### config.mk
export PLATFORM = sky130hd
export DESIGN_NAME = spm_sched
export DESIGN_NICKNAME = d
export VERILOG_FILES = /design/src/logic/spm_pkg.sv /design/src/logic/spm_tick.sv /design/src/logic/spm_regs.sv /design/src/logic/spm_sched.sv
export VERILOG_INCLUDE_DIRS = /design/src /design/src/logic
export SDC_FILE = /design/constraint.sdc
export NUM_CORES = 1
export LEC_CHECK = 0
export ABC_AREA = 1
export ABC_CLOCK_PERIOD_IN_PS = 5800
export BUFFER_PORTS_ARGS = -buffer_cell sky130_fd_sc_hd__buf_2
export CAP_MARGIN = 20
export CORE_MARGIN = 2
export CORE_UTILIZATION = 65
export CTS_CLUSTER_SIZE = 8
export DETAILED_ROUTE_END_ITERATION = 10
export PLACE_DENSITY = 0.91
export SYNTH_ARGS = -nofsm -noshare
export SYNTH_HDL_FRONTEND = slang
export SYNTH_SLANG_ARGS = --single-unit
### constraint.sdc
create_clock -name clock -period 5.8 [get_ports clock]
set_input_delay 0.29 -clock clock [delete_from_list [all_inputs] [get_ports clock]]
set_output_delay 0.29 -clock clock [all_outputs]
set_load 0.005 [all_outputs]
### src/logic/spm_cfg.svh
/*
 * Constants of the power-mode scheduler: register offsets, field positions,
 * reset values and timing figures.
 * Assumes it is included by its bare name from every scheduler file that uses its macros.
 */
`ifndef SPM_CFG_SVH
`define SPM_CFG_SVH

// register offsets on the internal register port
`define SPM_ADDR_SYS_CTRL    8'hd0
`define SPM_ADDR_STATUS      8'hd1
`define SPM_ADDR_MODE_CTRL   8'hd2
`define SPM_ADDR_NORMAL_PER  8'hd3
`define SPM_ADDR_LP_PER      8'hd4
`define SPM_ADDR_DS_PER      8'hd5
`define SPM_ADDR_IDLE_LIMIT  8'hd6

// field positions
`define SPM_BIT_DS_ENABLE    6
`define SPM_BIT_AUTO_DIS     5
`define SPM_SEL_HI           4
`define SPM_SEL_LO           3
`define SPM_FRAC_HI          2
`define SPM_FRAC_LO          0
`define SPM_BIT_SYS_REDUCED  4
`define SPM_BIT_OTP_REDUCED  2

// state-select codes
`define SPM_SEL_NORMAL       2'h0
`define SPM_SEL_LP           2'h1
`define SPM_SEL_DS           2'h2
`define SPM_SEL_HALT         2'h3

// reset values
`define SPM_RST_SYS_CTRL     8'h00
`define SPM_RST_MODE_CTRL    8'h00
`define SPM_RST_NORMAL_PER   8'h10
`define SPM_RST_LP_PER       8'h40
`define SPM_RST_DS_PER       8'h10
`define SPM_RST_IDLE_LIMIT   8'h14

// timing
`define SPM_CLK_HZ           40000000
`define SPM_OSC_FULL_MHZ     16
`define SPM_OSC_REDUCED_MHZ  4
`define SPM_BASE_MS          1
`define SPM_DS_STEP_MS       16
`define SPM_IDLE_STEP_MS     500
`define SPM_CYC_PER_MS       ((`SPM_CLK_HZ / 1000) * `SPM_BASE_MS)

`endif

### src/logic/spm_pkg.sv
/*
 * Types shared by the power-mode scheduler modules.
 * Assumes nothing beyond the constants header.
 */
package spm_pkg;

    typedef enum logic [1:0] {
        ST_NORMAL,
        ST_LOW_POWER,
        ST_DEEP_SLEEP,
        ST_HALT
    } spm_state_t;

    // one access on the internal register port
    typedef struct packed {
        logic       wr;
        logic       rd;
        logic [7:0] addr;
        logic [7:0] wdata;
    } spm_reg_req_t;

    // decoded software settings
    typedef struct packed {
        logic       reduced_sw;
        logic       ds_enable;
        logic       auto_dis;
        logic [1:0] sel;
        logic [2:0] frac;
        logic [7:0] normal_per;
        logic [7:0] lp_per;
        logic [7:0] ds_per;
        logic [7:0] idle_limit;
    } spm_ctrl_t;

endpackage

### src/logic/spm_tick.sv
/*
 * Timebase: 1 ms, 16 ms and 500 ms ticks from the fixed reference clock.
 * Assumes a free-running clock and a clock enable that freezes it.
 */
`include "spm_cfg.svh"

module spm_tick #(
    parameter int CYC_PER_MS = `SPM_CYC_PER_MS
) (
    // clock and reset
    input  wire logic clock,
    input  wire logic reset_n,
    input  wire logic ce,
    // ticks, one cycle each
    output logic      tick_1ms,
    output logic      tick_16ms,
    output logic      tick_500ms
);
    localparam int CW = (CYC_PER_MS > 1) ? $clog2(CYC_PER_MS) : 1;

    logic [CW-1:0] cyc_ff;
    logic [3:0]    ms16_ff;
    logic [8:0]    ms500_ff;

    assign tick_1ms   = ce && (cyc_ff == CW'(CYC_PER_MS - 1));
    assign tick_16ms  = tick_1ms && (ms16_ff == 4'(`SPM_DS_STEP_MS - 1));
    assign tick_500ms = tick_1ms && (ms500_ff == 9'(`SPM_IDLE_STEP_MS - 1));

    // cycle prescaler; counts reference cycles, not oscillator cycles
    always_ff @(posedge clock or negedge reset_n) begin
        if (!reset_n) begin
            cyc_ff <= '0;
        end else if (ce) begin
            cyc_ff <= tick_1ms ? '0 : cyc_ff + CW'(1);
        end
    end

    // millisecond dividers for the slow step sizes
    always_ff @(posedge clock or negedge reset_n) begin
        if (!reset_n) begin
            ms16_ff  <= 4'h0;
            ms500_ff <= 9'h000;
        end else if (tick_1ms) begin
            ms16_ff  <= tick_16ms ? 4'h0 : ms16_ff + 4'h1;
            ms500_ff <= tick_500ms ? 9'h000 : ms500_ff + 9'h001;
        end
    end
endmodule

### src/logic/spm_regs.sv
/*
 * Register file of the power-mode scheduler.
 * Assumes the serial-bus front end presents one-cycle rd/wr strobes.
 */
`include "spm_cfg.svh"

module spm_regs (
    // clock and reset
    input  wire logic                 clock,
    input  wire logic                 reset_n,
    input  wire logic                 ce,
    // register port
    input  wire spm_pkg::spm_reg_req_t req,
    output logic [7:0]                rdata_ff,
    // block side
    input  wire logic [7:0]           status,
    output spm_pkg::spm_ctrl_t        ctrl
);
    logic [7:0] sys_ff, mode_ff, nper_ff, lper_ff, dper_ff, idle_ff;

    // writes; status is read-only and ignores writes
    always_ff @(posedge clock or negedge reset_n) begin
        if (!reset_n) begin
            sys_ff  <= `SPM_RST_SYS_CTRL;
            mode_ff <= `SPM_RST_MODE_CTRL;
            nper_ff <= `SPM_RST_NORMAL_PER;
            lper_ff <= `SPM_RST_LP_PER;
            dper_ff <= `SPM_RST_DS_PER;
            idle_ff <= `SPM_RST_IDLE_LIMIT;
        end else if (ce && req.wr) begin
            if (req.addr == `SPM_ADDR_SYS_CTRL) begin
                sys_ff <= req.wdata;
            end else if (req.addr == `SPM_ADDR_MODE_CTRL) begin
                mode_ff <= req.wdata;
            end else if (req.addr == `SPM_ADDR_NORMAL_PER) begin
                nper_ff <= req.wdata;
            end else if (req.addr == `SPM_ADDR_LP_PER) begin
                lper_ff <= req.wdata;
            end else if (req.addr == `SPM_ADDR_DS_PER) begin
                dper_ff <= req.wdata;
            end else if (req.addr == `SPM_ADDR_IDLE_LIMIT) begin
                idle_ff <= req.wdata;
            end
        end
    end

    // read data, registered; unmapped addresses read zero
    always_ff @(posedge clock or negedge reset_n) begin
        if (!reset_n) begin
            rdata_ff <= 8'h00;
        end else if (ce && req.rd) begin
            if (req.addr == `SPM_ADDR_SYS_CTRL) begin
                rdata_ff <= sys_ff;
            end else if (req.addr == `SPM_ADDR_STATUS) begin
                rdata_ff <= status;
            end else if (req.addr == `SPM_ADDR_MODE_CTRL) begin
                rdata_ff <= mode_ff;
            end else if (req.addr == `SPM_ADDR_NORMAL_PER) begin
                rdata_ff <= nper_ff;
            end else if (req.addr == `SPM_ADDR_LP_PER) begin
                rdata_ff <= lper_ff;
            end else if (req.addr == `SPM_ADDR_DS_PER) begin
                rdata_ff <= dper_ff;
            end else if (req.addr == `SPM_ADDR_IDLE_LIMIT) begin
                rdata_ff <= idle_ff;
            end else begin
                rdata_ff <= 8'h00;
            end
        end
    end

    // field decode
    assign ctrl.reduced_sw = sys_ff[`SPM_BIT_SYS_REDUCED];
    assign ctrl.ds_enable  = mode_ff[`SPM_BIT_DS_ENABLE];
    assign ctrl.auto_dis   = mode_ff[`SPM_BIT_AUTO_DIS];
    assign ctrl.sel        = mode_ff[`SPM_SEL_HI:`SPM_SEL_LO];
    assign ctrl.frac       = mode_ff[`SPM_FRAC_HI:`SPM_FRAC_LO];
    assign ctrl.normal_per = nper_ff;
    assign ctrl.lp_per     = lper_ff;
    assign ctrl.ds_per     = dper_ff;
    assign ctrl.idle_limit = idle_ff;
endmodule

### src/logic/spm_sched.sv
/*
 * Power-mode and report-rate scheduler, top level.
 * Assumes a 40 MHz reference clock, a register port driven by the serial
 * bus front end on the same clock, and activation flags from the sensing
 * engine on the same clock. The option bank arrives from pins.
 */
`include "spm_cfg.svh"

module spm_sched #(
    parameter int CYC_PER_MS = `SPM_CYC_PER_MS,
    parameter int CHANNELS   = 6
) (
    // clock, reset, enable
    input  wire logic                  clock,
    input  wire logic                  reset_n,
    input  wire logic                  ce,
    // register port from the serial bus front end
    input  wire spm_pkg::spm_reg_req_t reg_req,
    output logic [7:0]                 reg_rdata_ff,
    // option bank pins
    input  wire logic [7:0]            otp_bank,
    // sensing engine
    input  wire logic                  activation,
    input  wire logic                  ch0_prox,
    output logic                       sense_start_ff,
    output logic [CHANNELS-1:0]        sense_mask_ff,
    output logic                       full_update_cycle_ff,
    // oscillator control
    output logic                       osc_enable_ff,
    output logic                       osc_reduced_ff,
    output logic                       osc_slow_sense_ff,
    // state
    output spm_pkg::spm_state_t        op_state_ff
);
    spm_pkg::spm_ctrl_t  ctrl;
    spm_pkg::spm_state_t nxt_state;
    spm_pkg::spm_state_t sel_state;
    logic       tick_1ms, tick_16ms, tick_500ms;
    logic [7:0] otp_meta_ff, otp_sync_ff;
    logic       otp_taken_ff, otp_reduced_ff;
    logic [1:0] otp_fill_ff;
    logic [7:0] period_cnt_ff;
    logic [7:0] idle_cnt_ff;
    logic [7:0] full_cnt_ff;
    logic [7:0] full_last;
    logic [7:0] period_lim;
    logic       period_tick;
    logic       period_due;
    logic       idle_expired;
    logic       state_change;
    logic [7:0] status;

    // status byte: state in bits 1..0, clock choice in bit 2
    assign status = {5'h00, osc_reduced_ff, op_state_ff};

    spm_regs u_regs (
        .clock    (clock),
        .reset_n  (reset_n),
        .ce       (ce),
        .req      (reg_req),
        .rdata_ff (reg_rdata_ff),
        .status   (status),
        .ctrl     (ctrl)
    );

    // timebase runs from the fixed reference, so it is unaffected by the
    // oscillator choice and rates stay the same in both clock modes
    spm_tick #(
        .CYC_PER_MS (CYC_PER_MS)
    ) u_tick (
        .clock      (clock),
        .reset_n    (reset_n),
        .ce         (ce),
        .tick_1ms   (tick_1ms),
        .tick_16ms  (tick_16ms),
        .tick_500ms (tick_500ms)
    );

    // option bank pins: two-stage synchroniser
    always_ff @(posedge clock or negedge reset_n) begin
        if (!reset_n) begin
            otp_meta_ff <= 8'h00;
            otp_sync_ff <= 8'h00;
        end else if (ce) begin
            otp_meta_ff <= otp_bank;
            otp_sync_ff <= otp_meta_ff;
        end
    end

    // option bit caught once, after two enabled edges have filled the
    // synchroniser; the pins are fuses, so a later change waits for reset
    always_ff @(posedge clock or negedge reset_n) begin
        if (!reset_n) begin
            otp_fill_ff    <= 2'h0;
            otp_taken_ff   <= 1'b0;
            otp_reduced_ff <= 1'b0;
        end else if (ce && !otp_taken_ff) begin
            if (otp_fill_ff == 2'h2) begin
                otp_taken_ff   <= 1'b1;
                otp_reduced_ff <= otp_sync_ff[`SPM_BIT_OTP_REDUCED];
            end else begin
                otp_fill_ff <= otp_fill_ff + 2'h1;
            end
        end
    end

    // oscillator: on and at full rate by default, quarter rate when either
    // the fuse or the software bit asks for it; off only while dormant
    always_ff @(posedge clock or negedge reset_n) begin
        if (!reset_n) begin
            osc_enable_ff  <= 1'b1;
            osc_reduced_ff <= 1'b0;
        end else if (ce) begin
            osc_enable_ff  <= (op_state_ff != spm_pkg::ST_HALT);
            osc_reduced_ff <= ctrl.reduced_sw || otp_reduced_ff;
        end
    end

    // decode of the fixed-state select field; deep sleep falls back to
    // low power when it has not been enabled
    always_comb begin
        case (ctrl.sel)
            `SPM_SEL_NORMAL: sel_state = spm_pkg::ST_NORMAL;
            `SPM_SEL_LP:     sel_state = spm_pkg::ST_LOW_POWER;
            `SPM_SEL_DS:     sel_state = ctrl.ds_enable ? spm_pkg::ST_DEEP_SLEEP
                                                       : spm_pkg::ST_LOW_POWER;
            default:         sel_state = spm_pkg::ST_HALT;
        endcase
    end

    assign idle_expired = tick_500ms && (idle_cnt_ff >= ctrl.idle_limit);

    // next state: fixed selection when automatic switching is off, else
    // the demotion chain and the wake-ups
    always_comb begin
        nxt_state = op_state_ff;
        if (ctrl.auto_dis) begin
            nxt_state = sel_state;
        end else begin
            case (op_state_ff)
                spm_pkg::ST_NORMAL: begin
                    if (idle_expired) begin
                        nxt_state = spm_pkg::ST_LOW_POWER;
                    end
                end
                spm_pkg::ST_LOW_POWER: begin
                    if (activation) begin
                        nxt_state = spm_pkg::ST_NORMAL;
                    end else if (idle_expired && ctrl.ds_enable) begin
                        nxt_state = spm_pkg::ST_DEEP_SLEEP;
                    end
                end
                spm_pkg::ST_DEEP_SLEEP: begin
                    if (ch0_prox || !ctrl.ds_enable) begin
                        nxt_state = spm_pkg::ST_NORMAL;
                    end
                end
                default: begin
                    nxt_state = spm_pkg::ST_HALT;
                end
            endcase
        end
    end

    assign state_change = (nxt_state != op_state_ff);

    // operating state register
    always_ff @(posedge clock or negedge reset_n) begin
        if (!reset_n) begin
            op_state_ff <= spm_pkg::ST_NORMAL;
        end else if (ce) begin
            op_state_ff <= nxt_state;
        end
    end

    // inactivity timer in 500 ms steps; only normal and low power demote
    always_ff @(posedge clock or negedge reset_n) begin
        if (!reset_n) begin
            idle_cnt_ff <= 8'h00;
        end else if (ce) begin
            if (activation || state_change) begin
                idle_cnt_ff <= 8'h00;
            end else if (tick_500ms && idle_cnt_ff != 8'hff) begin
                idle_cnt_ff <= idle_cnt_ff + 8'h01;
            end
        end
    end

    // period source: 1 ms steps awake, 16 ms steps in deep sleep
    always_comb begin
        case (op_state_ff)
            spm_pkg::ST_NORMAL: begin
                period_tick = tick_1ms;
                period_lim  = ctrl.normal_per;
            end
            spm_pkg::ST_LOW_POWER: begin
                period_tick = tick_1ms;
                period_lim  = ctrl.lp_per;
            end
            spm_pkg::ST_DEEP_SLEEP: begin
                period_tick = tick_16ms;
                period_lim  = ctrl.ds_per;
            end
            default: begin
                period_tick = 1'b0;
                period_lim  = 8'h00;
            end
        endcase
    end

    // a period of zero starts a cycle on every step
    assign period_due = period_tick && (period_cnt_ff >= period_lim);

    // report period counter, restarted on a state change so a new state
    // always begins with a full period
    always_ff @(posedge clock or negedge reset_n) begin
        if (!reset_n) begin
            period_cnt_ff <= 8'h00;
        end else if (ce) begin
            if (state_change || period_due) begin
                period_cnt_ff <= 8'h00;
            end else if (period_tick) begin
                period_cnt_ff <= period_cnt_ff + 8'h01;
            end
        end
    end

    // full-update fraction: 2^(frac+1) deep sleep cycles per full update
    assign full_last = 8'((9'h002 << ctrl.frac) - 9'h001);

    // deep sleep cycle counter for the full updates
    always_ff @(posedge clock or negedge reset_n) begin
        if (!reset_n) begin
            full_cnt_ff <= 8'h00;
        end else if (ce) begin
            if (op_state_ff != spm_pkg::ST_DEEP_SLEEP) begin
                full_cnt_ff <= 8'h00;
            end else if (period_due) begin
                full_cnt_ff <= (full_cnt_ff >= full_last) ? 8'h00
                                                          : full_cnt_ff + 8'h01;
            end
        end
    end

    // sensing start and channel set; halt never starts a cycle
    always_ff @(posedge clock or negedge reset_n) begin
        if (!reset_n) begin
            sense_start_ff       <= 1'b0;
            sense_mask_ff        <= '0;
            full_update_cycle_ff <= 1'b0;
        end else if (ce) begin
            sense_start_ff <= period_due && !state_change;
            if (period_due && !state_change) begin
                if (op_state_ff == spm_pkg::ST_DEEP_SLEEP
                        && full_cnt_ff < full_last) begin
                    sense_mask_ff        <= CHANNELS'(1);
                    full_update_cycle_ff <= 1'b0;
                end else begin
                    sense_mask_ff        <= '1;
                    full_update_cycle_ff <= (op_state_ff == spm_pkg::ST_DEEP_SLEEP);
                end
            end
        end
    end

    // low power senses with the slower oscillator setting
    always_ff @(posedge clock or negedge reset_n) begin
        if (!reset_n) begin
            osc_slow_sense_ff <= 1'b0;
        end else if (ce) begin
            osc_slow_sense_ff <= (nxt_state == spm_pkg::ST_LOW_POWER);
        end
    end
endmodule

# After elaboration in Yosys (flattened, before gate mapping)
# Cells that the tools add are included.
# Widths: inputs -> output; s select.
dict set report word_totals {
  latch_bits 0
  ff_bits 132
  word_cells 130
  mem_count 0
  in_bits 31
  ram_bits 0
  rom_bits 0
}
dict set report op_classes {
  bitwise 6
  order_cmp 4
  n_reduce_logical 37
  shifts 1
  n_eq_ne 20
  n_mux 29
  add_sub_neg 8
  div 0
  multipliers 0
}
# operator n
set ops {}
lappend ops {{$mux 8} 14}
lappend ops {{$eq 8x8->1 const B} 7}
lappend ops {{$add 8x1->8 const B} 3}
lappend ops {{$ge 8x8->1} 3}
lappend ops {{$pmux 8 s3} 1}
lappend ops {{$add 16x1->16 const B} 1}
lappend ops {{$eq 16x16->1 const B} 1}
lappend ops {{$mux 16} 1}
lappend ops {{$reduce_and 2->1} 7}
lappend ops {{$logic_and 1x1->1} 12}
lappend ops {{$mux 2} 6}
lappend ops {{$pmux 2 s3} 2}
lappend ops {{$add 9x1->9 const B} 1}
lappend ops {{$eq 9x9->1 const B} 1}
lappend ops {{$mux 9} 1}
lappend ops {{$lt 8x8->1} 1}
lappend ops {{$ne 8x8->1 const B} 1}
lappend ops {{$shl 2x3->8 const A} 1}
lappend ops {{$sub 8x1->8 const B} 1}
lappend ops {{$reduce_and 7->1} 1}
lappend ops {{$eq 2x1->1 const B} 3}
lappend ops {{$eq 2x2->1 const B} 3}
lappend ops {{$mux 6} 1}
lappend ops {{$not 1->1} 6}
lappend ops {{17 further kinds} 26}

# Logic depth before layout (Yosys ltp)
# Gate-level depths: netlist of run 1.
dict set report depth {
  ltp_word 13
  mapped_depth 19
  ltp_nobuf 19
}

# Modules after synthesis
# From an unflattened synthesis of run 1, not the netlist that was laid out.
dict set report unflattened {
  cells_unflattened 973
  area_unflattened_um2 7713.6
}
# module instances cells_per_inst area_each_um2
set modules_own_cells {}
lappend modules_own_cells {spm_regs 1 333 2945.3}
lappend modules_own_cells {spm_sched 1 377 2916.5}
lappend modules_own_cells {spm_tick 1 263 1851.8}

# Least setup slack after synthesis of run 1
# Ideal clock, no wire load.
dict set report synth_timing {
  path_type {register to register}
  start {reg op_state_ff[1]}
  end {reg full_cnt_ff[5]}
  path_buffers 0
  setup_slack_ns 3.143
  setup_time_ns 0.126
  t_required_ns 5.674
  path_stages_with_launch 17
  arrival_ns 2.531
  synth_period_minus_slack_ns 2.657
  cell_sequence {dfrtp_1 > inv_1 > nor2_2 > inv_1 > o22ai_1 > a21oi_1 > ha_1 > nand2_1 > nor2_1 > nand4_1 > o2111ai_1 > nand2_1 > o21ai_2 > inv_1 > nor2_1 > xor2_1 > nor2_1}
}
dict set report synth_via {
  elab_chain_cells 6
  word_cells_on_any_way 12
  cone_classes {order compare: 1; eq/ne: 3; mux: 3; reduce/logical: 5}
}
# item line
set synth_rtl {}
lappend synth_rtl {{start, declared} spm_sched.sv:33} ;# output spm_pkg::spm_state_t op_state_ff
lappend synth_rtl {{start signal, assigned} spm_sched.sv:170} ;# op_state_ff <= spm_pkg::ST_NORMAL;
lappend synth_rtl {{start signal, assigned} spm_sched.sv:172} ;# op_state_ff <= nxt_state;
lappend synth_rtl {{$eq 2x2->1 (tied with other cells)} spm_sched.sv:191} ;# case (op_state_ff)
lappend synth_rtl {{$pmux 8 s3 / $reduce_or 2->1 (equally long branches)} --}
lappend synth_rtl {{$ge 8x8->1 / $pmux 1 s2 (equally long branches)} {spm_sched.sv:212, spm_sched.sv:191}}
lappend synth_rtl {{$logic_and 1x1->1} spm_sched.sv:212} ;# assign period_due = period_tick && (period_cnt_ff >= period_lim);
lappend synth_rtl {{$reduce_bool 2->1 (no source line)} --}
lappend synth_rtl {{$reduce_and 2->1 (no source line)} --}
lappend synth_rtl {{end signal, assigned} spm_sched.sv:239} ;# full_cnt_ff <= (full_cnt_ff >= full_last) ? 8'h00
lappend synth_rtl {{end, declared} spm_sched.sv:44} ;# logic [7:0] full_cnt_ff;
# Parallel ways exist; a longest one is shown, timed or not.
# A chain may end at the register's enable or synchronous reset.

# Worst setup path in the final report of run 1
dict set report layout_timing {
  start {reg op_state_ff[1]}
  end {reg full_cnt_ff[3]}
}
# Same word-level chain as after synthesis.

==> out/metrics.json, run 1 <==
{
  "outcome": {
    "run_status": "complete, no violations"
  },
  "worst_hold_path": {
    "worst_hold_startpoint": "activation",
    "hold_path.class": "in -> reg",
    "hold_end": "idle_cnt_ff[1]",
    "worst_hold_path.num_cells": 4
  },
  "grt": {
    "grt_overflow": 0,
    "grt_start_max_net_pins": 82,
    "antenna_violations_before_repair": 1,
    "gr-usage-all-layers_pct": 32.6,
    "global_route_wire_length_before_repair_mm": 28.6,
    "grt_pass1_vias": 5790
  },
  "cts": {
    "cts_root_buffer": "sky130_fd_sc_hd__clkbuf_8",
    "clock_tree_from_tritoncts": "yes",
    "max-clock-path-buffers": 2,
    "postCtsHoldBufs": 2,
    "post_cts_buffers": 0,
    "tritoncts.num_buffers": 17,
    "cts.sink_count": 124,
    "path_clk_slew_ns": 0.06,
    "insertion_delay_ns": 0.54,
    "clock_tree.htree_level_count": 4,
    "cts-resized-gates": 0
  },
  "floorplan": {
    "initial_utilization_pct": 66.6,
    "fp.dieH_um": 107,
    "placement_rows": 37,
    "die_area_mm2": 0.0114,
    "core_area_mm2": 0.0103,
    "io_pins": 52,
    "die-width_um": 107
  },
  "logic_synthesis": {
    "synth.ff_latch_count": 124,
    "synth.cell_area_mm2": 0.00684,
    "synth_top_area_share_pct": 43.1,
    "synthCells": 842,
    "synth_warnings": 0,
    "yosysSeqAreaShare_pct": 45.4,
    "synth_area_leader_cell": "sky130_fd_sc_hd__dfrtp_1",
    "netlist_top_cells_count": "sky130_fd_sc_hd__nand2_1, sky130_fd_sc_hd__dfrtp_1, sky130_fd_sc_hd__inv_1, sky130_fd_sc_hd__o21ai_0, sky130_fd_sc_hd__nor2_1",
    "yosysMostFrequentCell": "sky130_fd_sc_hd__nand2_1",
    "synth-async-reset-ratio_pct": 100,
    "synth.net_count": 903,
    "synth-edff-count": 0,
    "synth_area_per_cell_um2": 8.13,
    "synthFlopType": "sky130_fd_sc_hd__dfrtp_1",
    "synth.top_cells.by_area": "sky130_fd_sc_hd__dfrtp_1, sky130_fd_sc_hd__nand2_1, sky130_fd_sc_hd__o21ai_0",
    "yosysUniqueCellTypes": 51
  },
  "finish": {
    "sequential_cell_area_mm2": 0.00311,
    "finalNetCount": 953,
    "top_reg_by_flops": "u_tick.cyc_ff",
    "drive_gt1_share_pct": 13.6,
    "total_area_of_multi_input_combinational_cells_mm2": 0.00321,
    "largest_reg_flops": 16,
    "synthToLayoutAreaGrowth_pct": 14.1,
    "largestRegisters": "u_tick.cyc_ff (16), u_tick.ms500_ff (9)",
    "n_fill_cell": 728
  },
  "power": {
    "power.density_mw_per_mm2": 293,
    "finalPower_mw": 2.28,
    "peakVddDrop_v": 0.000279,
    "static_leak_nw": 3.87
  },
  "detailed_routing": {
    "detail_route.vias_per_cell": 5.83,
    "wl_per_cell_um": 16.3,
    "drt_first_iter_violations": 530,
    "vias": 6075,
    "route.detailed.drc": 0,
    "drt_wl_total_mm": 17.0,
    "drtAntennaViolNets": 0,
    "drtPass1Iterations": 6
  },
  "critical_path": {
    "crit_type": "reg -> reg",
    "setup.worst_path.end_class": "flop",
    "worst_ep_arrival_time_ns": 3.78,
    "reg2reg_to": "full_cnt_ff[3]",
    "critPathRequiredTime_ns": 6.20,
    "r2r-start": "op_state_ff[1]",
    "rr_worst_depth": 15,
    "r2r_slack_ns": 2.42,
    "worst_setup_path_start_kind": "flop",
    "worstPathMaxFanout": 10
  },
  "sta": {
    "period_minus_slack_ns": 3.38,
    "setup_viol": 0,
    "setup_tns_ns": 0,
    "fmax_mhz": 296,
    "final-max-slew-violation-count": 0,
    "unrepaired_setup_endpoints_after_global_routing": "false",
    "tightestPinTransition_ns": 0.623,
    "clock-skew-final_ns": 0.00963,
    "final-hold-violation-count": 0,
    "max-slew-margin-rel_pct": 58.4,
    "final_min_period_over_clock_period_pct": 58.2
  },
  "run": {
    "timing.max_cap.violations": 0
  },
  "placed_design": {
    "routabilityCongestion": 0.944,
    "dp.final_hpwl_mm": 11.7,
    "io_buffers": 44
  }
}
-- power breakdown --
part           internal [mW]  leakage [nW]  switching [mW]
Combinational         0.0871          1.95           0.155
Clock                  0.709         0.302           0.371
Sequential             0.914          1.62          0.0476
Total                   1.71          3.87           0.574
-- layout by cell type, fill, tap and decap left out, drive strengths merged, types with 2 or more instances in the layout --
cell,instances
a21oi,42
a221oi,6
a31oi,9
buf,46
bufinv,3
clkbuf,25
clkinv,5
dfrtp,118
dfstp,6
dlygate4sd3,2
ha,30
inv,115
nand2,192
nand3,40
nand3b,2
nand4,19
nor2,83
nor3,20
nor3b,2
o2111ai,4
o211ai,2
o21a,3
o21ai,92
o221a,2
o22ai,6
o31ai,2
xnor2,7
xor2,14
-- stage by stage --
stage / setup slack (ns) / hold WS (ns) / cells / instance area [um2] / utilization, %
finish: 2.42 / 0.0896 / 1042 / 7810 / 76.0
global route: 2.12 / 0.0795 / 1042 / 7810 / 76.0
CTS: 2.61 / 0.0713 / 1040 / 7780 / 75.7
detailed placement: 2.63 / 0.452 / 1006 / 7160 / 69.6
global placement: 2.66 / 0.444 / 1006 / 7160 / 69.6
floorplan: 3.14 / -0.00559 / 842 / 6840 / -
-- metal layers --
| layer | up-vias | routed length (um) | track usage (%) |
|---|---|---|---|
| met3 | 49 | 1070 | 7.60 |
| li1 | 2894 | - | - |
| met2 | 249 | 8130 | 51.3 |
| met1 | 2883 | 7290 | 43.9 |
| met4 | 0 | 516 | 13.2 |
| met5 | - | 0 | 0 |
-- cell families after synthesis --
group	after synthesis	synth area share (%)
flip-flops	124	45.4
buffers and inverters	133	7.66
XOR/XNOR	21	2.69
AND/OR/NAND/NOR	362	24.4
AO/OA/AOI/OAI	172	14.4
adder cells (fa/ha/maj)	30	5.48
-- worst max-delay path by stage --
| stage | from | endpoint | cells past startpoint |
|---|---|---|---|
| 2_1_floorplan | op_state_ff[1] | full_cnt_ff[5] | 16 |
| 3_3_place_gp | op_state_ff[1] | full_cnt_ff[7] | 15 |
| 3_5_place_dp | op_state_ff[1] | full_cnt_ff[3] | 15 |
| 4_1_cts | op_state_ff[1] | full_cnt_ff[3] | 15 |
| 5_1_grt | op_state_ff[1] | full_cnt_ff[3] | 15 |
| 6_report | op_state_ff[1] | full_cnt_ff[3] | 15 |
-- worst max-delay path, stage by stage (launching register included) --
cell and delay, ns:
sky130_fd_sc_hd__dfrtp_1 0.53, sky130_fd_sc_hd__inv_1 0.18, sky130_fd_sc_hd__nor2_2 0.34, sky130_fd_sc_hd__inv_1 0.17, sky130_fd_sc_hd__o22ai_1 0.18, sky130_fd_sc_hd__a21oi_1 0.07, sky130_fd_sc_hd__ha_1 0.31, sky130_fd_sc_hd__nand2_1 0.08
sky130_fd_sc_hd__nor2_1 0.15, sky130_fd_sc_hd__nand4_1 0.14, sky130_fd_sc_hd__o2111ai_1 0.18, sky130_fd_sc_hd__nand2_1 0.10, sky130_fd_sc_hd__o21ai_2 0.20, sky130_fd_sc_hd__inv_1 0.22, sky130_fd_sc_hd__nor2_1 0.28, sky130_fd_sc_hd__nor3_1 0.11
-- layout make-up --
cell class                 instances  area share [%]
clock buffer                      25            6.33
timing repair buffer              48            3.56
sequential                       124            39.8
antenna                            1          0.0320
multi-input combinational        585            41.1
tap                              136            2.18
clock inverter                     7            1.41
inverter                         116            5.58
Note: power is estimated with default switching activity, not from simulation.
==> inputs of run 2 (changes only) <==
--- a/config.mk
+++ b/config.mk
@@ -6,15 +6,15 @@
 export SDC_FILE = /design/constraint.sdc
 export NUM_CORES = 1
 export LEC_CHECK = 0
-export ABC_AREA = 1
-export ABC_CLOCK_PERIOD_IN_PS = 5800
+export ABC_AREA = 0
+export ABC_CLOCK_PERIOD_IN_PS = 2900
 export BUFFER_PORTS_ARGS = -buffer_cell sky130_fd_sc_hd__buf_2
 export CAP_MARGIN = 20
 export CORE_MARGIN = 2
-export CORE_UTILIZATION = 65
+export CORE_UTILIZATION = 55
 export CTS_CLUSTER_SIZE = 8
 export DETAILED_ROUTE_END_ITERATION = 10
-export PLACE_DENSITY = 0.91
+export PLACE_DENSITY = 0.83
 export SYNTH_ARGS = -nofsm -noshare
 export SYNTH_HDL_FRONTEND = slang
 export SYNTH_SLANG_ARGS = --single-unit
==> constraint.sdc (replaced) <==
create_clock -name clock -period 2.9 [get_ports clock]
set_input_delay 0.145 -clock clock [delete_from_list [all_inputs] [get_ports clock]]
set_output_delay 0.145 -clock clock [all_outputs]
set_load 0.005 [all_outputs]
==> run 2 against run 1 <==
First-iteration DRC count fell by 14%. Sequential cell count did not move. Clock skew fell by 0.0042 ns. Non-clock buffer count rose by 34. Count of clock-buffer cells in the layout fell by 6. Die area rose by 17%. Global-route usage fell by 4.6 points. Maximum frequency rose by 19%. Critical path type unchanged. Largest cell class unchanged.
==> out/metrics.json, run 2 <==
{
  "sta": {
    "final-max-slew-violation-count": 0,
    "max-slew-margin-rel_pct": 58.2,
    "final_min_period_over_clock_period_pct": 97.6,
    "final-hold-violation-count": 0,
    "timing.hold.ws_ns": 0.0262,
    "fmax_mhz": 353,
    "unrepaired_setup_endpoints_after_global_routing": "true",
    "setup_viol": 0,
    "tightestPinTransition_ns": 0.624,
    "period_minus_slack_ns": 2.83,
    "clock-skew-final_ns": 0.00546
  },
  "power": {
    "sequentialPowerShare_pct": 39.9,
    "power.switching_mw": 1.20,
    "power.share.combinational_pct": 10.5,
    "peakVddDrop_v": 0.000396,
    "p_clk_share_pct": 49.6,
    "static_leak_nw": 3.82,
    "power.density_mw_per_mm2": 602,
    "power_report.internal_total_mw": 3.71,
    "netSwitchingFraction_pct": 24.4
  },
  "finish": {
    "top_reg_by_flops": "u_tick.cyc_ff",
    "synthToLayoutAreaGrowth_pct": 19.4,
    "largestRegisters": "u_tick.cyc_ff (16), u_tick.ms500_ff (9)",
    "final_cell_mix": "sky130_fd_sc_hd__dfrtp_1, sky130_fd_sc_hd__o21ai_0, sky130_fd_sc_hd__nand2_1",
    "most_common_library_cell_in_the_layout_ignoring_fill_and_taps": "sky130_fd_sc_hd__dfrtp_1",
    "final_cells": 940,
    "drive_gt1_share_pct": 24.6,
    "largest_reg_flops": 16,
    "finalNetCount": 821,
    "antenna-diode-count": 0
  },
  "critical_path": {
    "crit_type": "reg -> reg",
    "worst_setup_path_start_kind": "flop",
    "worstPathMaxFanout": 4,
    "crit_path_frequent_cell": "sky130_fd_sc_hd__or2_1",
    "cp.buffers_inverters": 1,
    "rr_worst_depth": 10,
    "crit_family": "simple AND/OR/NAND/NOR gates",
    "setup.worst_path.end_class": "flop",
    "worstSetupPathDepth": 10,
    "crit_chain": "ha_2 > nand4_2 > or2_1 > or3_4 > o31a_1 > a21oi_2 > xor2_1 > nor3_2 > buf_4 > or2_1",
    "critPathRequiredTime_ns": 3.21,
    "critical-path-slowest-cell": "sky130_fd_sc_hd__dfrtp_1",
    "crit_path_max_incr_delay_ns": 0.40,
    "worst_ep_arrival_time_ns": 3.13
  },
  "cts": {
    "cts.sink_count": 124,
    "clock_tree.htree_level_count": 4,
    "insertion_delay_ns": 0.42,
    "max-clock-path-buffers": 2,
    "path_clk_slew_ns": 0.06,
    "tritoncts.num_buffers": 17,
    "clock_tree_from_tritoncts": "yes",
    "cts_root_buffer": "sky130_fd_sc_hd__clkbuf_16"
  },
  "worst_hold_path": {
    "hold_path.class": "in -> reg",
    "worst_hold_path.num_cells": 3
  },
  "placed_design": {
    "routabilityCongestion": 0.903,
    "dp.final_hpwl_mm": 11.7,
    "io_buffers": 44,
    "dpl.cell_count": 902
  },
  "logic_synthesis": {
    "netlist_top_cells_count": "sky130_fd_sc_hd__dfrtp_1, sky130_fd_sc_hd__o21ai_0, sky130_fd_sc_hd__nand2_1, sky130_fd_sc_hd__mux2_2, sky130_fd_sc_hd__nor2_1",
    "synth_area_leader_cell": "sky130_fd_sc_hd__dfrtp_1",
    "synth.ff_latch_count": 124,
    "yosysSeqAreaShare_pct": 45.6,
    "synth.net_count": 752,
    "synth-async-reset-ratio_pct": 100,
    "synthFlopType": "sky130_fd_sc_hd__dfrtp_1",
    "synthCells": 691,
    "synth_warnings": 0,
    "yosysUniqueCellTypes": 63,
    "synth.cell_area_mm2": 0.00682,
    "synth-edff-count": 0,
    "synth_area_per_cell_um2": 9.87,
    "yosysMostFrequentCell": "sky130_fd_sc_hd__dfrtp_1",
    "synth_top_area_share_pct": 43.3,
    "synth.top_cells.by_area": "sky130_fd_sc_hd__dfrtp_1, sky130_fd_sc_hd__mux2_2, sky130_fd_sc_hd__ha_1"
  },
  "grt": {
    "antenna_violations_before_repair": 0,
    "global_route_wire_length_before_repair_mm": 28.7,
    "grt_pass1_vias": 5802,
    "grt_overflow": 0,
    "grt_start_max_net_pins": 90,
    "gr-usage-all-layers_pct": 27.9
  },
  "floorplan": {
    "die_area_mm2": 0.0133,
    "fp.dieH_um": 115,
    "io_pins": 52,
    "placement_rows": 40,
    "die-width_um": 115,
    "initial_utilization_pct": 56.6,
    "core_area_mm2": 0.0121
  },
  "detailed_routing": {
    "drt_first_iter_violations": 457,
    "wl_per_cell_um": 18.4,
    "route.detailed.drc": 0,
    "detail_route.vias_per_cell": 6.05,
    "vias": 5685,
    "drtPass1Iterations": 6,
    "drtAntennaViolNets": 0,
    "drt_wl_total_mm": 17.3
  },
  "outcome": {
    "run_status": "complete, no violations"
  },
  "run": {
    "timing.max_cap.violations": 0
  }
}
## run 2: routing by layer
| metal | GRT usage, % | share of wire, % | vias to the layer above |
|---|---|---|---|
| li1 | - | - | 2624 |
| met1 | 35.2 | 41 | 2793 |
| met2 | 46.5 | 50 | 213 |
| met3 | 6.17 | 5.4 | 55 |
| met4 | 12.0 | 3.4 | 0 |
| met5 | 0 | 0 | - |
## run 2: metrics by stage
| stage | power, mW | setup TNS, ns | setup WS (ns) | utilization (%) | cell area, um2 |
|---|---|---|---|---|---|
| finish | 4.90 | 0 | 0.0709 | 67.5 | 8150 |
| global route | 5.07 | -0.500 | -0.0772 | 67.5 | 8150 |
| CTS | 4.90 | 0 | 0.00775 | 67.1 | 8090 |
| detailed placement | 2.47 | -0.279 | -0.0636 | 61.1 | 7370 |
| global placement | 2.42 | 0 | 0.131 | 61.1 | 7370 |
| floorplan | 2.26 | 0 | 0.0645 | - | 6830 |
## run 2: layout make-up
type / count / area, um2
clock buffer: 19 / 453
clock inverter: 12 / 218
fill: 891 / 3920
inverter: 28 / 105
multi-input combinational: 507 / 3510
sequential: 124 / 3110
tap: 168 / 210
timing repair buffer: 82 / 538
## run 2: what timing repair did
action | in CTS | in global routing
hold buffers | 2 | 0
gates resized for setup | 4 | 9
setup endpoints to repair | 11 | 22
endpoints found under the hold margin | 36 | 0
buffers inserted | 1 | 4
pin swaps | 1 | 5
## run 2: power by group through the flow
stage	logic (mW)	registers [mW]	clock network (mW)
after floorplan	0.313	1.94	0
after global placement	0.456	1.97	0
after detailed placement	0.492	1.98	0
after CTS	0.504	1.95	2.44
after global routing	0.576	1.97	2.53
final	0.515	1.95	2.43
## run 2: cell families (layout without fill, tap and decap cells)
kind of cell | after synthesis | count (layout) | synth area share [%]
AND/OR/NAND/NOR | 220 | 220 | 16.4
adder cells (fa/ha/maj) | 30 | 30 | 5.50
buffers and inverters | 60 | 141 | 3.80
AO/OA/AOI/OAI | 167 | 167 | 15.0
flip-flops | 124 | 124 | 45.6
multiplexers | 66 | 66 | 10.6
XOR/XNOR | 24 | 24 | 3.08
## run 2: final timing paths
path                               startpoint                 end  slack [ns]
max                          u_tick.cyc_ff[1]    sense_mask_ff[0]        0.07
min                                reg_req[4]   u_regs.idle_ff[4]        0.03
max reg2reg                  u_tick.cyc_ff[1]    sense_mask_ff[0]        0.07
min reg2reg                u_regs.rdata_ff[2]  u_regs.rdata_ff[2]        0.47
max in group asynchronous             reset_n       osc_enable_ff        1.81
min in group asynchronous             reset_n    u_regs.sys_ff[2]        0.23
## run 2: worst reg2reg max path: cells and delay by family (launching register included)
family / cells / cell delay, ns
fa+ha+maj: 1 / 0.22
compound gates: 2 / 0.59
flops: 1 / 0.40
xor+xnor: 1 / 0.30
simple gates: 5 / 1.06
buf+inv: 1 / 0.16
==> inputs of run 3 (changes only) <==
--- a/config.mk
+++ b/config.mk
@@ -9,7 +9,7 @@
 export ABC_AREA = 0
 export ABC_CLOCK_PERIOD_IN_PS = 2900
 export BUFFER_PORTS_ARGS = -buffer_cell sky130_fd_sc_hd__buf_2
-export CAP_MARGIN = 20
+export CAP_MARGIN = 5
 export CORE_MARGIN = 2
 export CORE_UTILIZATION = 55
 export CTS_CLUSTER_SIZE = 8
@@ -17,4 +17,5 @@
 export PLACE_DENSITY = 0.83
 export SYNTH_ARGS = -nofsm -noshare
 export SYNTH_HDL_FRONTEND = slang
+export SYNTH_HIERARCHICAL = 1
 export SYNTH_SLANG_ARGS = --single-unit
==> run 3 against run 2 <==
The flow now finishes with violations (setup timing). Final area is 10% higher. Combinational power up 44%. Non-clock buffer count up 21. Maximum frequency decreased by 6.5%. Sequential cell count is the same. Cell count rose by 5.2%. Largest power group unchanged.
==> out/metrics.json, run 3 <==
{
  "outcome": {
    "run_status": "finished with violations",
    "violated_checks": "setup timing"
  },
  "detailed_routing": {
    "vias": 6251,
    "detail_route.vias_per_cell": 6.32,
    "route.detailed.drc": 0,
    "drt_wl_total_mm": 19.8,
    "drt_first_iter_violations": 615,
    "wl_per_cell_um": 20.0,
    "drtAntennaViolNets": 0,
    "drtPass1Iterations": 5
  },
  "critical_path": {
    "critical-path-slowest-cell": "sky130_fd_sc_hd__o41ai_1",
    "reg2reg_to": "idle_cnt_ff[0]",
    "rr_worst_depth": 12,
    "worstSetupPathDepth": 12,
    "cp.buffers_inverters": 1,
    "critPathRequiredTime_ns": 3.23,
    "worst_setup_path_start_kind": "flop",
    "setup.worst_path.end_class": "flop",
    "r2r_slack_ns": -0.13,
    "crit_path_end": "idle_cnt_ff[0]",
    "crit_chain": "ha_1 > and2b_1 > nand3_1 > nor2_4 > and3_4 > a22oi_1 > nor2_1 > o311a_4 > buf_4 > o41ai_1 > nand2_1 > o31ai_2",
    "worstPathMaxFanout": 6,
    "crit_path_max_incr_delay_ns": 0.56,
    "r2r-start": "u_tick/ms500_ff[0]",
    "cp-startpoint": "u_tick/ms500_ff[0]",
    "crit_type": "reg -> reg",
    "crit_family": "compound AO/OA/AOI/OAI gates",
    "worst_ep_arrival_time_ns": 3.36
  },
  "finish": {
    "largestRegisters": "u_tick/cyc_ff (16), u_tick/ms500_ff (9)",
    "top_reg_by_flops": "u_tick/cyc_ff",
    "antenna-diode-count": 0,
    "synthToLayoutAreaGrowth_pct": 20.8,
    "final_cell_mix": "sky130_fd_sc_hd__dfrtp_1, sky130_fd_sc_hd__mux2_2, sky130_fd_sc_hd__buf_4",
    "drive_gt1_share_pct": 32.7,
    "most_common_library_cell_in_the_layout_ignoring_fill_and_taps": "sky130_fd_sc_hd__dfrtp_1",
    "finalNetCount": 862,
    "utilization_pct": 67.8,
    "largest_reg_flops": 16
  },
  "cts": {
    "clock_tree.htree_level_count": 4,
    "clock_tree_from_tritoncts": "yes",
    "insertion_delay_ns": 0.42,
    "max-clock-path-buffers": 2,
    "cts.sink_count": 124,
    "tritoncts.num_buffers": 17,
    "cts_root_buffer": "sky130_fd_sc_hd__clkbuf_16",
    "path_clk_slew_ns": 0.06
  },
  "sta": {
    "tightestPinTransition_ns": 0.823,
    "final_min_period_over_clock_period_pct": 104,
    "final-hold-violation-count": 0,
    "clock-skew-final_ns": 0.00802,
    "period_minus_slack_ns": 3.03,
    "fmax_mhz": 331,
    "final_critical_path_setup_slack_ns": -0.126,
    "setup_viol": 12,
    "final-max-slew-violation-count": 0,
    "max-slew-margin-rel_pct": 45.1,
    "unrepaired_setup_endpoints_after_global_routing": "true"
  },
  "logic_synthesis": {
    "synthMuxAreaShare_pct": 13.6,
    "netlist_top_cells_count": "sky130_fd_sc_hd__dfrtp_1, sky130_fd_sc_hd__mux2_2, sky130_fd_sc_hd__nor2_1, sky130_fd_sc_hd__nand2_1, sky130_fd_sc_hd__a21oi_1",
    "synth.ff_latch_count": 124,
    "synthCells": 710,
    "yosysUniqueCellTypes": 79,
    "synth_area_per_cell_um2": 10.5,
    "synth.top_cells.by_area": "sky130_fd_sc_hd__dfrtp_1, sky130_fd_sc_hd__mux2_2, sky130_fd_sc_hd__ha_1",
    "synth-async-reset-ratio_pct": 100,
    "synthFlopType": "sky130_fd_sc_hd__dfrtp_1",
    "synth-adder-area-share_pct": 5.22,
    "synth-edff-count": 0,
    "synthSimpleGateAreaFrac_pct": 17.1,
    "synth_warnings": 6,
    "yosysSeqAreaShare_pct": 41.8,
    "synth_top_family_by_area": "simple AND/OR/NAND/NOR gates",
    "synth_area_leader_cell": "sky130_fd_sc_hd__dfrtp_1",
    "synth_top_area_share_pct": 39.7,
    "synth_compound_area_share_pct": 14.9,
    "synth_xor_xnor_area_share_pct": 2.47,
    "synth.cell_area_mm2": 0.00743,
    "yosysMostFrequentCell": "sky130_fd_sc_hd__dfrtp_1"
  },
  "floorplan": {
    "placement_rows": 42,
    "io_pins": 52,
    "die_area_mm2": 0.0145,
    "core_area_mm2": 0.0132,
    "fp.dieH_um": 120,
    "initial_utilization_pct": 56.1,
    "die-width_um": 120
  },
  "grt": {
    "grt_start_max_net_pins": 74,
    "gr-usage-all-layers_pct": 27.2,
    "grt_overflow": 0,
    "antenna_violations_before_repair": 0,
    "global_route_wire_length_before_repair_mm": 31.2,
    "grt_pass1_vias": 6370
  },
  "power": {
    "finalPower_mw": 4.91,
    "power.density_mw_per_mm2": 547,
    "static_leak_nw": 4.20,
    "peakVddDrop_v": 0.000461
  },
  "run": {
    "timing.max_cap.violations": 0
  },
  "placed_design": {
    "routabilityCongestion": 0.908,
    "dp.final_hpwl_mm": 13.0,
    "io_buffers": 44,
    "place_ws_ns": -0.0845
  },
  "worst_hold_path": {
    "hold_path.class": "in -> reg",
    "worst_hold_path.num_cells": 2
  }
}
==> run 3: worst min path at each step <==
stage / startpoint / to
floorplan: reset_n / full_cnt_ff[0]
global placement: reset_n / full_cnt_ff[1]
detailed placement: reset_n / full_cnt_ff[0]
CTS: reg_req[3] / u_regs/idle_ff[3]
global route: reg_req[7] / u_regs/lper_ff[7]
finish: reg_req[3] / u_regs/idle_ff[3]
==> run 3: repair_timing <==
| action | CTS | global route |
|---|---|---|
| endpoints found under the setup margin | 18 | 27 |
| gates resized for setup | 7 | 27 |
| hold buffers | 2 | 0 |
| setup buffers | 8 | 5 |
| endpoints found under the hold margin | 51 | 0 |
| cloned | 0 | 1 |
| pin swaps | 6 | 6 |
==> run 3: power breakdown <==
part           leakage (nW)  internal (mW)  switching, mW  total, mW
clock network         0.302           1.48          0.759       2.24
logic                  2.25          0.337          0.403      0.740
registers              1.65           1.84         0.0964       1.94
==> run 3: layer usage <==
layer  global-route usage (%)  share of wire [%]  wire length, um
met1                     31.8                 38             7580
met2                     48.5                 52            10400
met3                     6.08                5.8             1160
met4                     11.0                3.5              702
met5                        0                  0                0
==> run 3: final cells by class <==
| class | instances | area (um2) |
|---|---|---|
| Timing Repair Buffer | 103 | 699 |
| Fill cell | 916 | 4260 |
| Clock buffer | 24 | 472 |
| Sequential cell | 124 | 3110 |
| Tap cell | 176 | 220 |
| Multi-Input combinational cell | 527 | 4240 |
| Inverter | 27 | 101 |
| Clock inverter | 8 | 140 |
==> run 3: cells by family (layout without fill, tap and decap cells) <==
group / after synthesis / in the layout
buffers and inverters: 69 / 162
adders and majority gates: 31 / 31
xor gates and xnor gates: 21 / 21
muxes: 90 / 90
DFF: 124 / 124
AOI/OAI and AO/OA: 152 / 152
and+or+nand+nor: 222 / 223
other: 1 / 10
==> run 3: metrics by stage <==
stage          TNS [ns]  std cells  cell area [um2]  hold WS, ns
6_report         -0.826        989             8980       0.0561
4_1_cts         -0.0175        983             8820       0.0481
3_5_place_dp     -0.573        941             8100        0.231
3_3_place_gp    -0.0171        941             8100        0.219
2_1_floorplan    -0.988        719             7570       -0.151
5_1_grt           -2.44        989             8980       0.0588
